`src/include/sbtec_consts.svh`:
```
`ifndef SBTEC_CONSTS_SVH
`define SBTEC_CONSTS_SVH

// ****************************************
// register offsets (word index on the plain port)
// ****************************************
`define SBTEC_ADDR_COUNT 4'h0
`define SBTEC_ADDR_CC_A 4'h1
`define SBTEC_ADDR_CC_B 4'h2
`define SBTEC_ADDR_MODE 4'h3
`define SBTEC_ADDR_OUT 4'h4
`define SBTEC_ADDR_PRE 4'h5
`define SBTEC_ADDR_CAP 4'h6

// ****************************************
// field positions
// ****************************************
`define SBTEC_MODE_HI 3
`define SBTEC_MODE_LO 2
`define SBTEC_MODE_INV_EDGE 1
`define SBTEC_OUT_ENABLE 0
`define SBTEC_OUT_TOGGLE 1
`define SBTEC_PRE_CLK_HI 1
`define SBTEC_PRE_CLK_LO 0
`define SBTEC_PRE_EDGE_A_HI 5
`define SBTEC_PRE_EDGE_A_LO 4
`define SBTEC_PRE_EDGE_B_HI 7
`define SBTEC_PRE_EDGE_B_LO 6
`define SBTEC_CAP_A_CAPTURE 0
`define SBTEC_CAP_A_REVERSE 1
`define SBTEC_CAP_B_CAPTURE 2

// ****************************************
// writable bit masks and reset values
// ****************************************
`define SBTEC_MODE_MASK 8'h0e
`define SBTEC_OUT_MASK 8'h03
`define SBTEC_PRE_MASK 8'hf3
`define SBTEC_CAP_MASK 8'h07
`define SBTEC_RST_WORD 16'h0000
`define SBTEC_RST_BYTE 8'h00

// ****************************************
// count clock selection and prescaler taps
// ****************************************
`define SBTEC_CLK_DIRECT 2'h0
`define SBTEC_CLK_DIV4 2'h1
`define SBTEC_CLK_DIV256 2'h2
`define SBTEC_CLK_EVENT 2'h3
`define SBTEC_DIV4_TAP 8'h03
`define SBTEC_DIV256_TAP 8'hff

// ****************************************
// valid edge select codes
// ****************************************
`define SBTEC_EDGE_FALL 2'h0
`define SBTEC_EDGE_RISE 2'h1
`define SBTEC_EDGE_BOTH 2'h3

`endif

```
`src/include/sbtec_pkg.sv`:
```
package sbtec_pkg;

  typedef enum logic [1:0] {
    sbtec_stopped,
    sbtec_free_run,
    sbtec_edge_clear,
    sbtec_match_clear
  } sbtec_mode_t;

  typedef struct packed {
    logic [3:0] addr;
    logic [15:0] wdata;
    logic wr;
    logic rd;
  } sbtec_reg_req_t;

  typedef struct packed {
    logic [1:0] hist;
    logic stable;
    logic valid;
    logic reverse;
  } sbtec_edge_state_t;

  typedef struct packed {
    logic [15:0] count;
    logic [15:0] cc_a;
    logic [15:0] cc_b;
    logic [7:0] mode_ctl;
    logic [7:0] out_ctl;
    logic [7:0] pre_sel;
    logic [7:0] cap_ctl;
    logic [7:0] div;
    logic primed;
    logic level;
    logic irq_a;
    logic irq_b;
    logic [15:0] rdata;
  } sbtec_state_t;

endpackage

```
`src/sbtec_edge_detect.sv`:
```
`timescale 1ns/10ps
`include "sbtec_consts.svh"

module sbtec_edge_detect (
  input wire logic clk,            // system clock
  input wire logic sys_rst,        // async reset, active high
  input wire logic sample,         // pin level, synchronous to clk
  input wire logic [1:0] edge_sel, // valid edge select code
  output logic valid,              // one-cycle pulse on an accepted valid edge
  output logic reverse             // one-cycle pulse on the opposite edge
);

  sbtec_pkg::sbtec_edge_state_t q;
  sbtec_pkg::sbtec_edge_state_t next_q;

  // ****************************************
  // filter and edge classification
  // ****************************************
  always_comb begin
    next_q = q;
    next_q.valid = 1'b0;
    next_q.reverse = 1'b0;
    next_q.hist = {q.hist[0], sample};
    // a new level counts only once two samples in a row agree on it
    if (q.hist[1] == q.hist[0] && q.hist[0] != q.stable) begin
      next_q.stable = q.hist[0];
      case (edge_sel)
        `SBTEC_EDGE_FALL: begin
          next_q.valid = !q.hist[0];
          next_q.reverse = q.hist[0];
        end
        `SBTEC_EDGE_RISE: begin
          next_q.valid = q.hist[0];
          next_q.reverse = !q.hist[0];
        end
        `SBTEC_EDGE_BOTH: begin
          next_q.valid = 1'b1;
        end
        default: begin
          // forbidden code: no edge is ever accepted
          next_q.valid = 1'b0;
        end
      endcase
    end
  end

  always_ff @(posedge clk or posedge sys_rst) begin
    if (sys_rst) begin
      q <= '0;
    end else begin
      q <= next_q;
    end
  end

  assign valid = q.valid;
  assign reverse = q.reverse;

endmodule

```
`src/sbtec_timer.sv`:
```
// The register addresses and the plain strobed port were decided locally.
`timescale 1ns/10ps
`include "sbtec_consts.svh"

// Contract
// - mode 11: match A clears, irq A, toggles
// - interval is compare A plus one ticks
// - compare B raises irq B on equality unless capture B is set
// - output control 03H toggles on match A in modes 11 and 10, on match B in mode 10 only
// - mode 00 stops and clears the counter
// - count clock 11 counts event A edges
// - first match after M+2, later M+1
// - edge needs two equal consecutive samples
// - edge code 01 rising, 11 both
// - mode 10: event A edge restarts count
// - mode 10 compare matches raise irq A/B
// - capture A on event B or reverse A
// - capture B on event A, then clear
// - mode bit 1 adds toggle on A edge
// - counter read does not disturb counting

module sbtec_timer (
  input wire logic clk,                            // system clock, 10 MHz
  input wire logic sys_rst,                        // async reset, active high
  input wire sbtec_pkg::sbtec_reg_req_t reg_req,   // register address, data, strobes
  output logic [15:0] reg_rdata,                   // read data, cycle after read strobe
  input wire logic event_input_a,                  // clear / capture / event pin
  input wire logic event_input_b,                  // capture pin for register A
  output logic timer_output,                       // timer output pin level
  output logic match_irq_a,                        // one-cycle pulse, match or capture A
  output logic match_irq_b                         // one-cycle pulse, match or capture B
);

  // ****************************************
  // state
  // ****************************************
  sbtec_pkg::sbtec_state_t q;
  sbtec_pkg::sbtec_state_t next_q;

  logic [1:0] pin_level;
  logic [1:0] edge_sel [2];
  logic [1:0] edge_valid;
  logic [1:0] edge_reverse;

  assign pin_level = {event_input_b, event_input_a};
  assign edge_sel[0] = q.pre_sel[`SBTEC_PRE_EDGE_A_HI:`SBTEC_PRE_EDGE_A_LO];
  assign edge_sel[1] = q.pre_sel[`SBTEC_PRE_EDGE_B_HI:`SBTEC_PRE_EDGE_B_LO];

  // ****************************************
  // input edge detectors, index 0 is input a
  // ****************************************
  genvar gi;
  generate
    for (gi = 0; gi < 2; gi++) begin : g_edge
      sbtec_edge_detect u_edge (
        .clk(clk),
        .sys_rst(sys_rst),
        .sample(pin_level[gi]),
        .edge_sel(edge_sel[gi]),
        .valid(edge_valid[gi]),
        .reverse(edge_reverse[gi])
      );
    end
  endgenerate

  // ****************************************
  // decoded controls
  // ****************************************
  sbtec_pkg::sbtec_mode_t mode;
  logic running;
  logic [1:0] clk_sel;
  logic tick;
  logic out_enable;
  logic out_toggle;
  logic inv_on_edge;
  logic cap_a;
  logic cap_a_rev;
  logic cap_b;
  logic eq_a;
  logic eq_b;

  always_comb begin
    mode = sbtec_pkg::sbtec_mode_t'(q.mode_ctl[`SBTEC_MODE_HI:`SBTEC_MODE_LO]);
    running = (mode != sbtec_pkg::sbtec_stopped);
    clk_sel = q.pre_sel[`SBTEC_PRE_CLK_HI:`SBTEC_PRE_CLK_LO];
    out_enable = q.out_ctl[`SBTEC_OUT_ENABLE];
    out_toggle = q.out_ctl[`SBTEC_OUT_TOGGLE];
    inv_on_edge = q.mode_ctl[`SBTEC_MODE_INV_EDGE];
    cap_a = q.cap_ctl[`SBTEC_CAP_A_CAPTURE];
    cap_a_rev = q.cap_ctl[`SBTEC_CAP_A_REVERSE];
    cap_b = q.cap_ctl[`SBTEC_CAP_B_CAPTURE];
    eq_a = (q.count == q.cc_a);
    eq_b = (q.count == q.cc_b);
  end

  // ****************************************
  // count clock selection
  // ****************************************
  always_comb begin
    case (clk_sel)
      `SBTEC_CLK_DIRECT: begin
        tick = 1'b1;
      end
      `SBTEC_CLK_DIV4: begin
        tick = ((q.div & `SBTEC_DIV4_TAP) == `SBTEC_DIV4_TAP);
      end
      `SBTEC_CLK_DIV256: begin
        tick = (q.div == `SBTEC_DIV256_TAP);
      end
      `SBTEC_CLK_EVENT: begin
        tick = edge_valid[0];
      end
      default: begin
        tick = 1'b0;
      end
    endcase
  end

  // ****************************************
  // next state
  // ****************************************
  always_comb begin
    next_q = q;
    next_q.irq_a = 1'b0;
    next_q.irq_b = 1'b0;
    next_q.rdata = `SBTEC_RST_WORD;

    // software writes; hardware captures below take precedence
    if (reg_req.wr) begin
      case (reg_req.addr)
        `SBTEC_ADDR_CC_A: begin
          next_q.cc_a = reg_req.wdata;
        end
        `SBTEC_ADDR_CC_B: begin
          next_q.cc_b = reg_req.wdata;
        end
        `SBTEC_ADDR_MODE: begin
          next_q.mode_ctl = reg_req.wdata[7:0] & `SBTEC_MODE_MASK;
        end
        `SBTEC_ADDR_OUT: begin
          next_q.out_ctl = reg_req.wdata[7:0] & `SBTEC_OUT_MASK;
        end
        `SBTEC_ADDR_PRE: begin
          next_q.pre_sel = reg_req.wdata[7:0] & `SBTEC_PRE_MASK;
        end
        `SBTEC_ADDR_CAP: begin
          next_q.cap_ctl = reg_req.wdata[7:0] & `SBTEC_CAP_MASK;
        end
        default: begin
          // the counter and unmapped offsets ignore writes
          next_q.count = q.count;
        end
      endcase
    end

    if (!running) begin
      // stopped: counter held at zero, output idles low
      next_q.count = `SBTEC_RST_WORD;
      next_q.div = `SBTEC_RST_BYTE;
      next_q.primed = 1'b0;
      next_q.level = 1'b0;
    end else begin
      next_q.div = q.div + 8'h01;

      if (mode == sbtec_pkg::sbtec_edge_clear && edge_valid[0]) begin
        // the edge clear wins over any count tick in the same cycle
        next_q.count = `SBTEC_RST_WORD;
        next_q.primed = 1'b1;
        if (cap_b) begin
          next_q.cc_b = q.count;
          next_q.irq_b = 1'b1;
        end
        if (inv_on_edge) begin
          next_q.level = !next_q.level;
        end
      end else if (tick) begin
        if (!q.primed) begin
          // first tick after start only arms the counter, hence M+2 first time
          next_q.primed = 1'b1;
        end else begin
          if (mode == sbtec_pkg::sbtec_match_clear && eq_a) begin
            next_q.count = `SBTEC_RST_WORD;
          end else begin
            next_q.count = q.count + 16'h0001;
          end
          if (!cap_a && eq_a) begin
            next_q.irq_a = 1'b1;
            if (out_toggle && (mode == sbtec_pkg::sbtec_match_clear ||
                               mode == sbtec_pkg::sbtec_edge_clear)) begin
              next_q.level = !next_q.level;
            end
          end
          if (!cap_b && eq_b) begin
            next_q.irq_b = 1'b1;
            if (out_toggle && mode == sbtec_pkg::sbtec_edge_clear) begin
              next_q.level = !next_q.level;
            end
          end
        end
      end

      // capture into register a keeps the count running
      if (cap_a) begin
        if (edge_valid[1]) begin
          next_q.cc_a = q.count;
          next_q.irq_a = 1'b1;
        end else if (cap_a_rev && edge_reverse[0]) begin
          // reverse-phase capture deliberately raises no request
          next_q.cc_a = q.count;
        end
      end

      if (!out_enable) begin
        next_q.level = 1'b0;
      end
    end

    // reads only sample state, nothing is cleared by them
    if (reg_req.rd) begin
      case (reg_req.addr)
        `SBTEC_ADDR_COUNT: begin
          next_q.rdata = q.count;
        end
        `SBTEC_ADDR_CC_A: begin
          next_q.rdata = q.cc_a;
        end
        `SBTEC_ADDR_CC_B: begin
          next_q.rdata = q.cc_b;
        end
        `SBTEC_ADDR_MODE: begin
          next_q.rdata = {8'h00, q.mode_ctl};
        end
        `SBTEC_ADDR_OUT: begin
          next_q.rdata = {8'h00, q.out_ctl};
        end
        `SBTEC_ADDR_PRE: begin
          next_q.rdata = {8'h00, q.pre_sel};
        end
        `SBTEC_ADDR_CAP: begin
          next_q.rdata = {8'h00, q.cap_ctl};
        end
        default: begin
          next_q.rdata = `SBTEC_RST_WORD;
        end
      endcase
    end
  end

  // ****************************************
  // state register
  // ****************************************
  always_ff @(posedge clk or posedge sys_rst) begin
    if (sys_rst) begin
      q <= '0;
    end else begin
      q <= next_q;
    end
  end

  // ****************************************
  // outputs
  // ****************************************
  assign reg_rdata = q.rdata;
  assign timer_output = q.level;
  assign match_irq_a = q.irq_a;
  assign match_irq_b = q.irq_b;

endmodule

```
`config.mk`:
```
export PLATFORM = sky130hd
export DESIGN_NAME = sbtec_timer
export DESIGN_NICKNAME = d
export VERILOG_FILES = /design/src/include/sbtec_pkg.sv /design/src/sbtec_edge_detect.sv /design/src/sbtec_timer.sv
export VERILOG_INCLUDE_DIRS = /design/src /design/src/include
export SDC_FILE = /design/constraint.sdc
export NUM_CORES = 1
export LEC_CHECK = 0
export ABC_AREA = 1
export BUFFER_PORTS_ARGS = -buffer_cell sky130_fd_sc_hd__buf_2
export CAP_MARGIN = 10
export CORE_ASPECT_RATIO = 1.1
export CORE_MARGIN = 5
export CORE_UTILIZATION = 30
export DETAILED_ROUTE_END_ITERATION = 10
export SLEW_MARGIN = 5
export SYNTH_ARGS = -nofsm -noshare
export SYNTH_HDL_FRONTEND = slang
export SYNTH_SLANG_ARGS = --single-unit
```
`constraint.sdc`:
```
create_clock -name clk -period 3.3 [get_ports clk]
set_input_delay 0 -clock clk [delete_from_list [all_inputs] [get_ports clk]]
set_output_delay 0 -clock clk [all_outputs]
set_load 0.02 [all_outputs]
```
==> results.md <==
* Outcome: completed
* Net Switching at 1.55 mW
* Final worst-path cycle share at 64.9%
* Die ar. at 20800 sq um
* ANT nets after route at 0
* WP data required at 3.54 ns
* Layout cells sized above 1 at 14.4%
* Vias in the first global route at 4491
* Final nets at 765
* DP Area at 5780 sq um
* Final Setup Violations at 0
* Worst slew margin at 26.7%
* Slew @ Worst Pin at 1.10 ns
* Synth Area per Inst at 7.81 sq um
* Post-Place Setup Slack at 1.17 ns
* Switching share of power at 36.9%
* Max Fclk at 467 MHz
* Initial Util at 30.5%
* CP peak stage delay at 0.37 ns
* Core Footprint at 17700 sq um
* Arr. time, crit path at 2.38 ns
* Met3 routed WL at 884 um
* Minimum clock period at 2.14 ns
* WL/cell at 15.0 um
* CTS buffer count at 9
* Row cnt at 51
* Critical path class: register to register
* Largest area contributor in the netlist: dfrtp_1
* Unrepaired setup endpoints after global routing: no
* IO Port Bufs at 44
* Max VDD drop at 0.314 mV
* Register area at 2480 sq um
* Final Slew Violations at 0
* Worst clock skew at 0.00981 ns
* Synth top area cells: dfrtp_1, nand2_1, inv_1
* M1 WL at 6810 um
* FFs w/ async S/R, synth at 100%
* Number of buffers and inverters on the critical path at 1
* Worst-case clock buffer depth at 2
* Yosys reg bits at 99
* YS warnings at 0
* Syn Nets at 720
* Static leakage at 3.11 nW
* DIE HEIGHT at 151 um
* I/O pins at 45
* HPWL Detailed at 10600 um
* Clk_lat worst skew at 0.35 ns
* Critical path's top delay family: simple AND/OR/NAND/NOR gates
* Hold WC Path Type: primary input to register
* Met2 WL post-DR at 6690 um
* Initial DRT Pass Iterations at 5
* Footprint of the multi-input gates at 2350 sq um
* Drt initial violations at 358
* Seq pwr share at 42.4%
* CTS resizes at 0
* Drt drc at 0
* Placed insts at 944
* Commonest cells after routing, fill and taps aside: nand2_1, dfrtp_1, inv_1
* Synthesized area at 5410 sq um
* Most common cell after layout, fill and taps aside: nand2_1
* P&R area growth vs syn at 16.1%
* RD Place Congestion at 0.893
* Global Route Usage Sum at 14.3%
* Setup TNS at 0 ns
* Top_reg_cell synth: dfrtp_1
* Cell count after synthesis at 692
* Logic pwr share at 31.8%
* CP Launch Type: register
* Post-synth EDFFs at 0
* Post-layout instance area at 6280 sq um
* CTS tree: yes
* Critical path's slowest cell: dfrtp_1
* Global route overflow at 0
* Final worst slack at 1.16 ns
* R2R setup slack at 1.16 ns
* Uppermost layer routed: met4
* Largest net degree at the start of global routing at 64
* Initial antenna violation count at 1
* Int Power at 2.65 mW
* Fillers at 1902
* Worst path cell trace: ha_1, nand2_1, nor2_2, nand2_2, nor2_4, nand2_2, nand3_2, nand3_2, nand2_2, inv_1, nor2_1, xor2_1, nor2_1
* H-tree depth at 3
* Pwr dens at 668 nW/um^2
* Critical Path End Type: register
* Clk pwr share at 25.8%
* Final cell count without fillers at 981
* Routed WL at 14700 um
* Sequential area share after synthesis at 45.8%
* Reg clk slew, reported paths at 0.07 ns
* First-pass GRT wire length at 23800 um
* Crit path max fanout at 14
* Chip width at 138 um
* Clk root buf: clkbuf_16
* Sink Count at 99
* Hold Vio Cnt, Final at 0
* Max-Cap Viols at 0
* Cell repeated most along the worst path: nand2_2
* Share of the synthesized area in the top cell type at 45.8%
* Via density at 4.78
* Via Count at 4692
* Synth cell types at 40
[layer usage]
layer  track usage, %  up-vias
met4             5.19        0
met2             22.8      145
li1                 -     2340
met1             19.1     2186
met5                0        -
met3             3.50       21
[cells in the mapped netlist (5+ instances only)]
master,count
nand2_1,166
dfrtp_1,99
inv_1,84
nor2_1,68
o21ai_0,59
o211ai_1,31
a21oi_1,20
nand3_1,20
o22ai_1,19
buf_4,18
clkbuf_1,14
inv_2,11
xor2_1,8
nand2_2,7
nand4_1,7
a221oi_1,5
a31oi_1,5
buf_2,5
nor3_2,5
[logic make-up (layout without fill, tap and decap cells)]
group                    Yosys count  in the layout  synth area share [%]
flip-flops                        99             99                  45.8
buffers and inverters            133            183                  10.7
AO/OA/AOI/OAI                    149            149                  16.5
other                              0              1                     0
multiplexers                       3              3                 0.625
adder cells (fa/ha/maj)            2              2                 0.463
XOR/XNOR                          12             12                  1.94
AND/OR/NAND/NOR                  294            294                  23.9
[layout make-up]
| type | count | area share (%) |
|---|---|---|
| inverters | 95 | 5.72 |
| multi-input cells | 460 | 37.4 |
| repair buffers | 72 | 7.85 |
| well taps | 238 | 4.74 |
| clock buffers | 12 | 3.93 |
| diodes | 1 | 0.0399 |
| clock inverters | 4 | 0.797 |
| flip-flops and latches | 99 | 39.5 |
[registers in the layout (all words and copies together) (netlist names)]
signal and cells:
cap_a 1, cap_a_rev 1, cap_b 1, clk_sel 2, edge_sel 4, g_edge.u_edge.next_q 2
g_edge.u_edge.q 4, g_edge.u_edge.reverse 1, g_edge.u_edge.valid 2, inv_on_edge 1, match_irq_a 1, match_irq_b 1
mode 2, out_enable 1, out_toggle 1, q 57, reg_rdata 16, timer_output 1
[final timing paths]
path | startpoint | to | depth (start not counted)
max reg2reg | q[20] | q[102] | 13
min in group asynchronous | sys_rst | reg_rdata[14] | 3
min | reg_req[1] | q[90] | 3
max | q[20] | q[102] | 13
max in group asynchronous | sys_rst | q[83] | 4
min reg2reg | g_edge[1].u_edge.next_q[4] | g_edge[1].u_edge.q[4] | 0
[per-stage QoR]
stage               hold WS, ns  utilization (%)  power, mW
global placement          0.110             32.6       3.08
finish                   0.0539             35.4       4.20
floorplan                0.0314                -       2.79
CTS                      0.0346             35.4       4.22
global route             0.0515             35.4       4.52
detailed placement        0.112             32.6       3.11
[tightest hold or removal path: cells and delay by family]
kind,cells,cell delay [ns]
compound gates,1,0.07
simple gates,1,0.11
buf+inv,1,0.18
[power groups by stage]
stage,combinational (mW),sequential [mW],clock [mW]
after global routing,1.54,1.82,1.16
after CTS,1.34,1.77,1.11
after detailed placement,1.31,1.79,0
after floorplan,1.07,1.72,0
final,1.34,1.78,1.08
after global placement,1.29,1.79,0
[timing repair]
item	CTS	global route
buffers inserted	0	0
hold endpoints to repair	104	0
hold buffers	20	0
No activity file was read; power rests on OpenSTA's default activity.
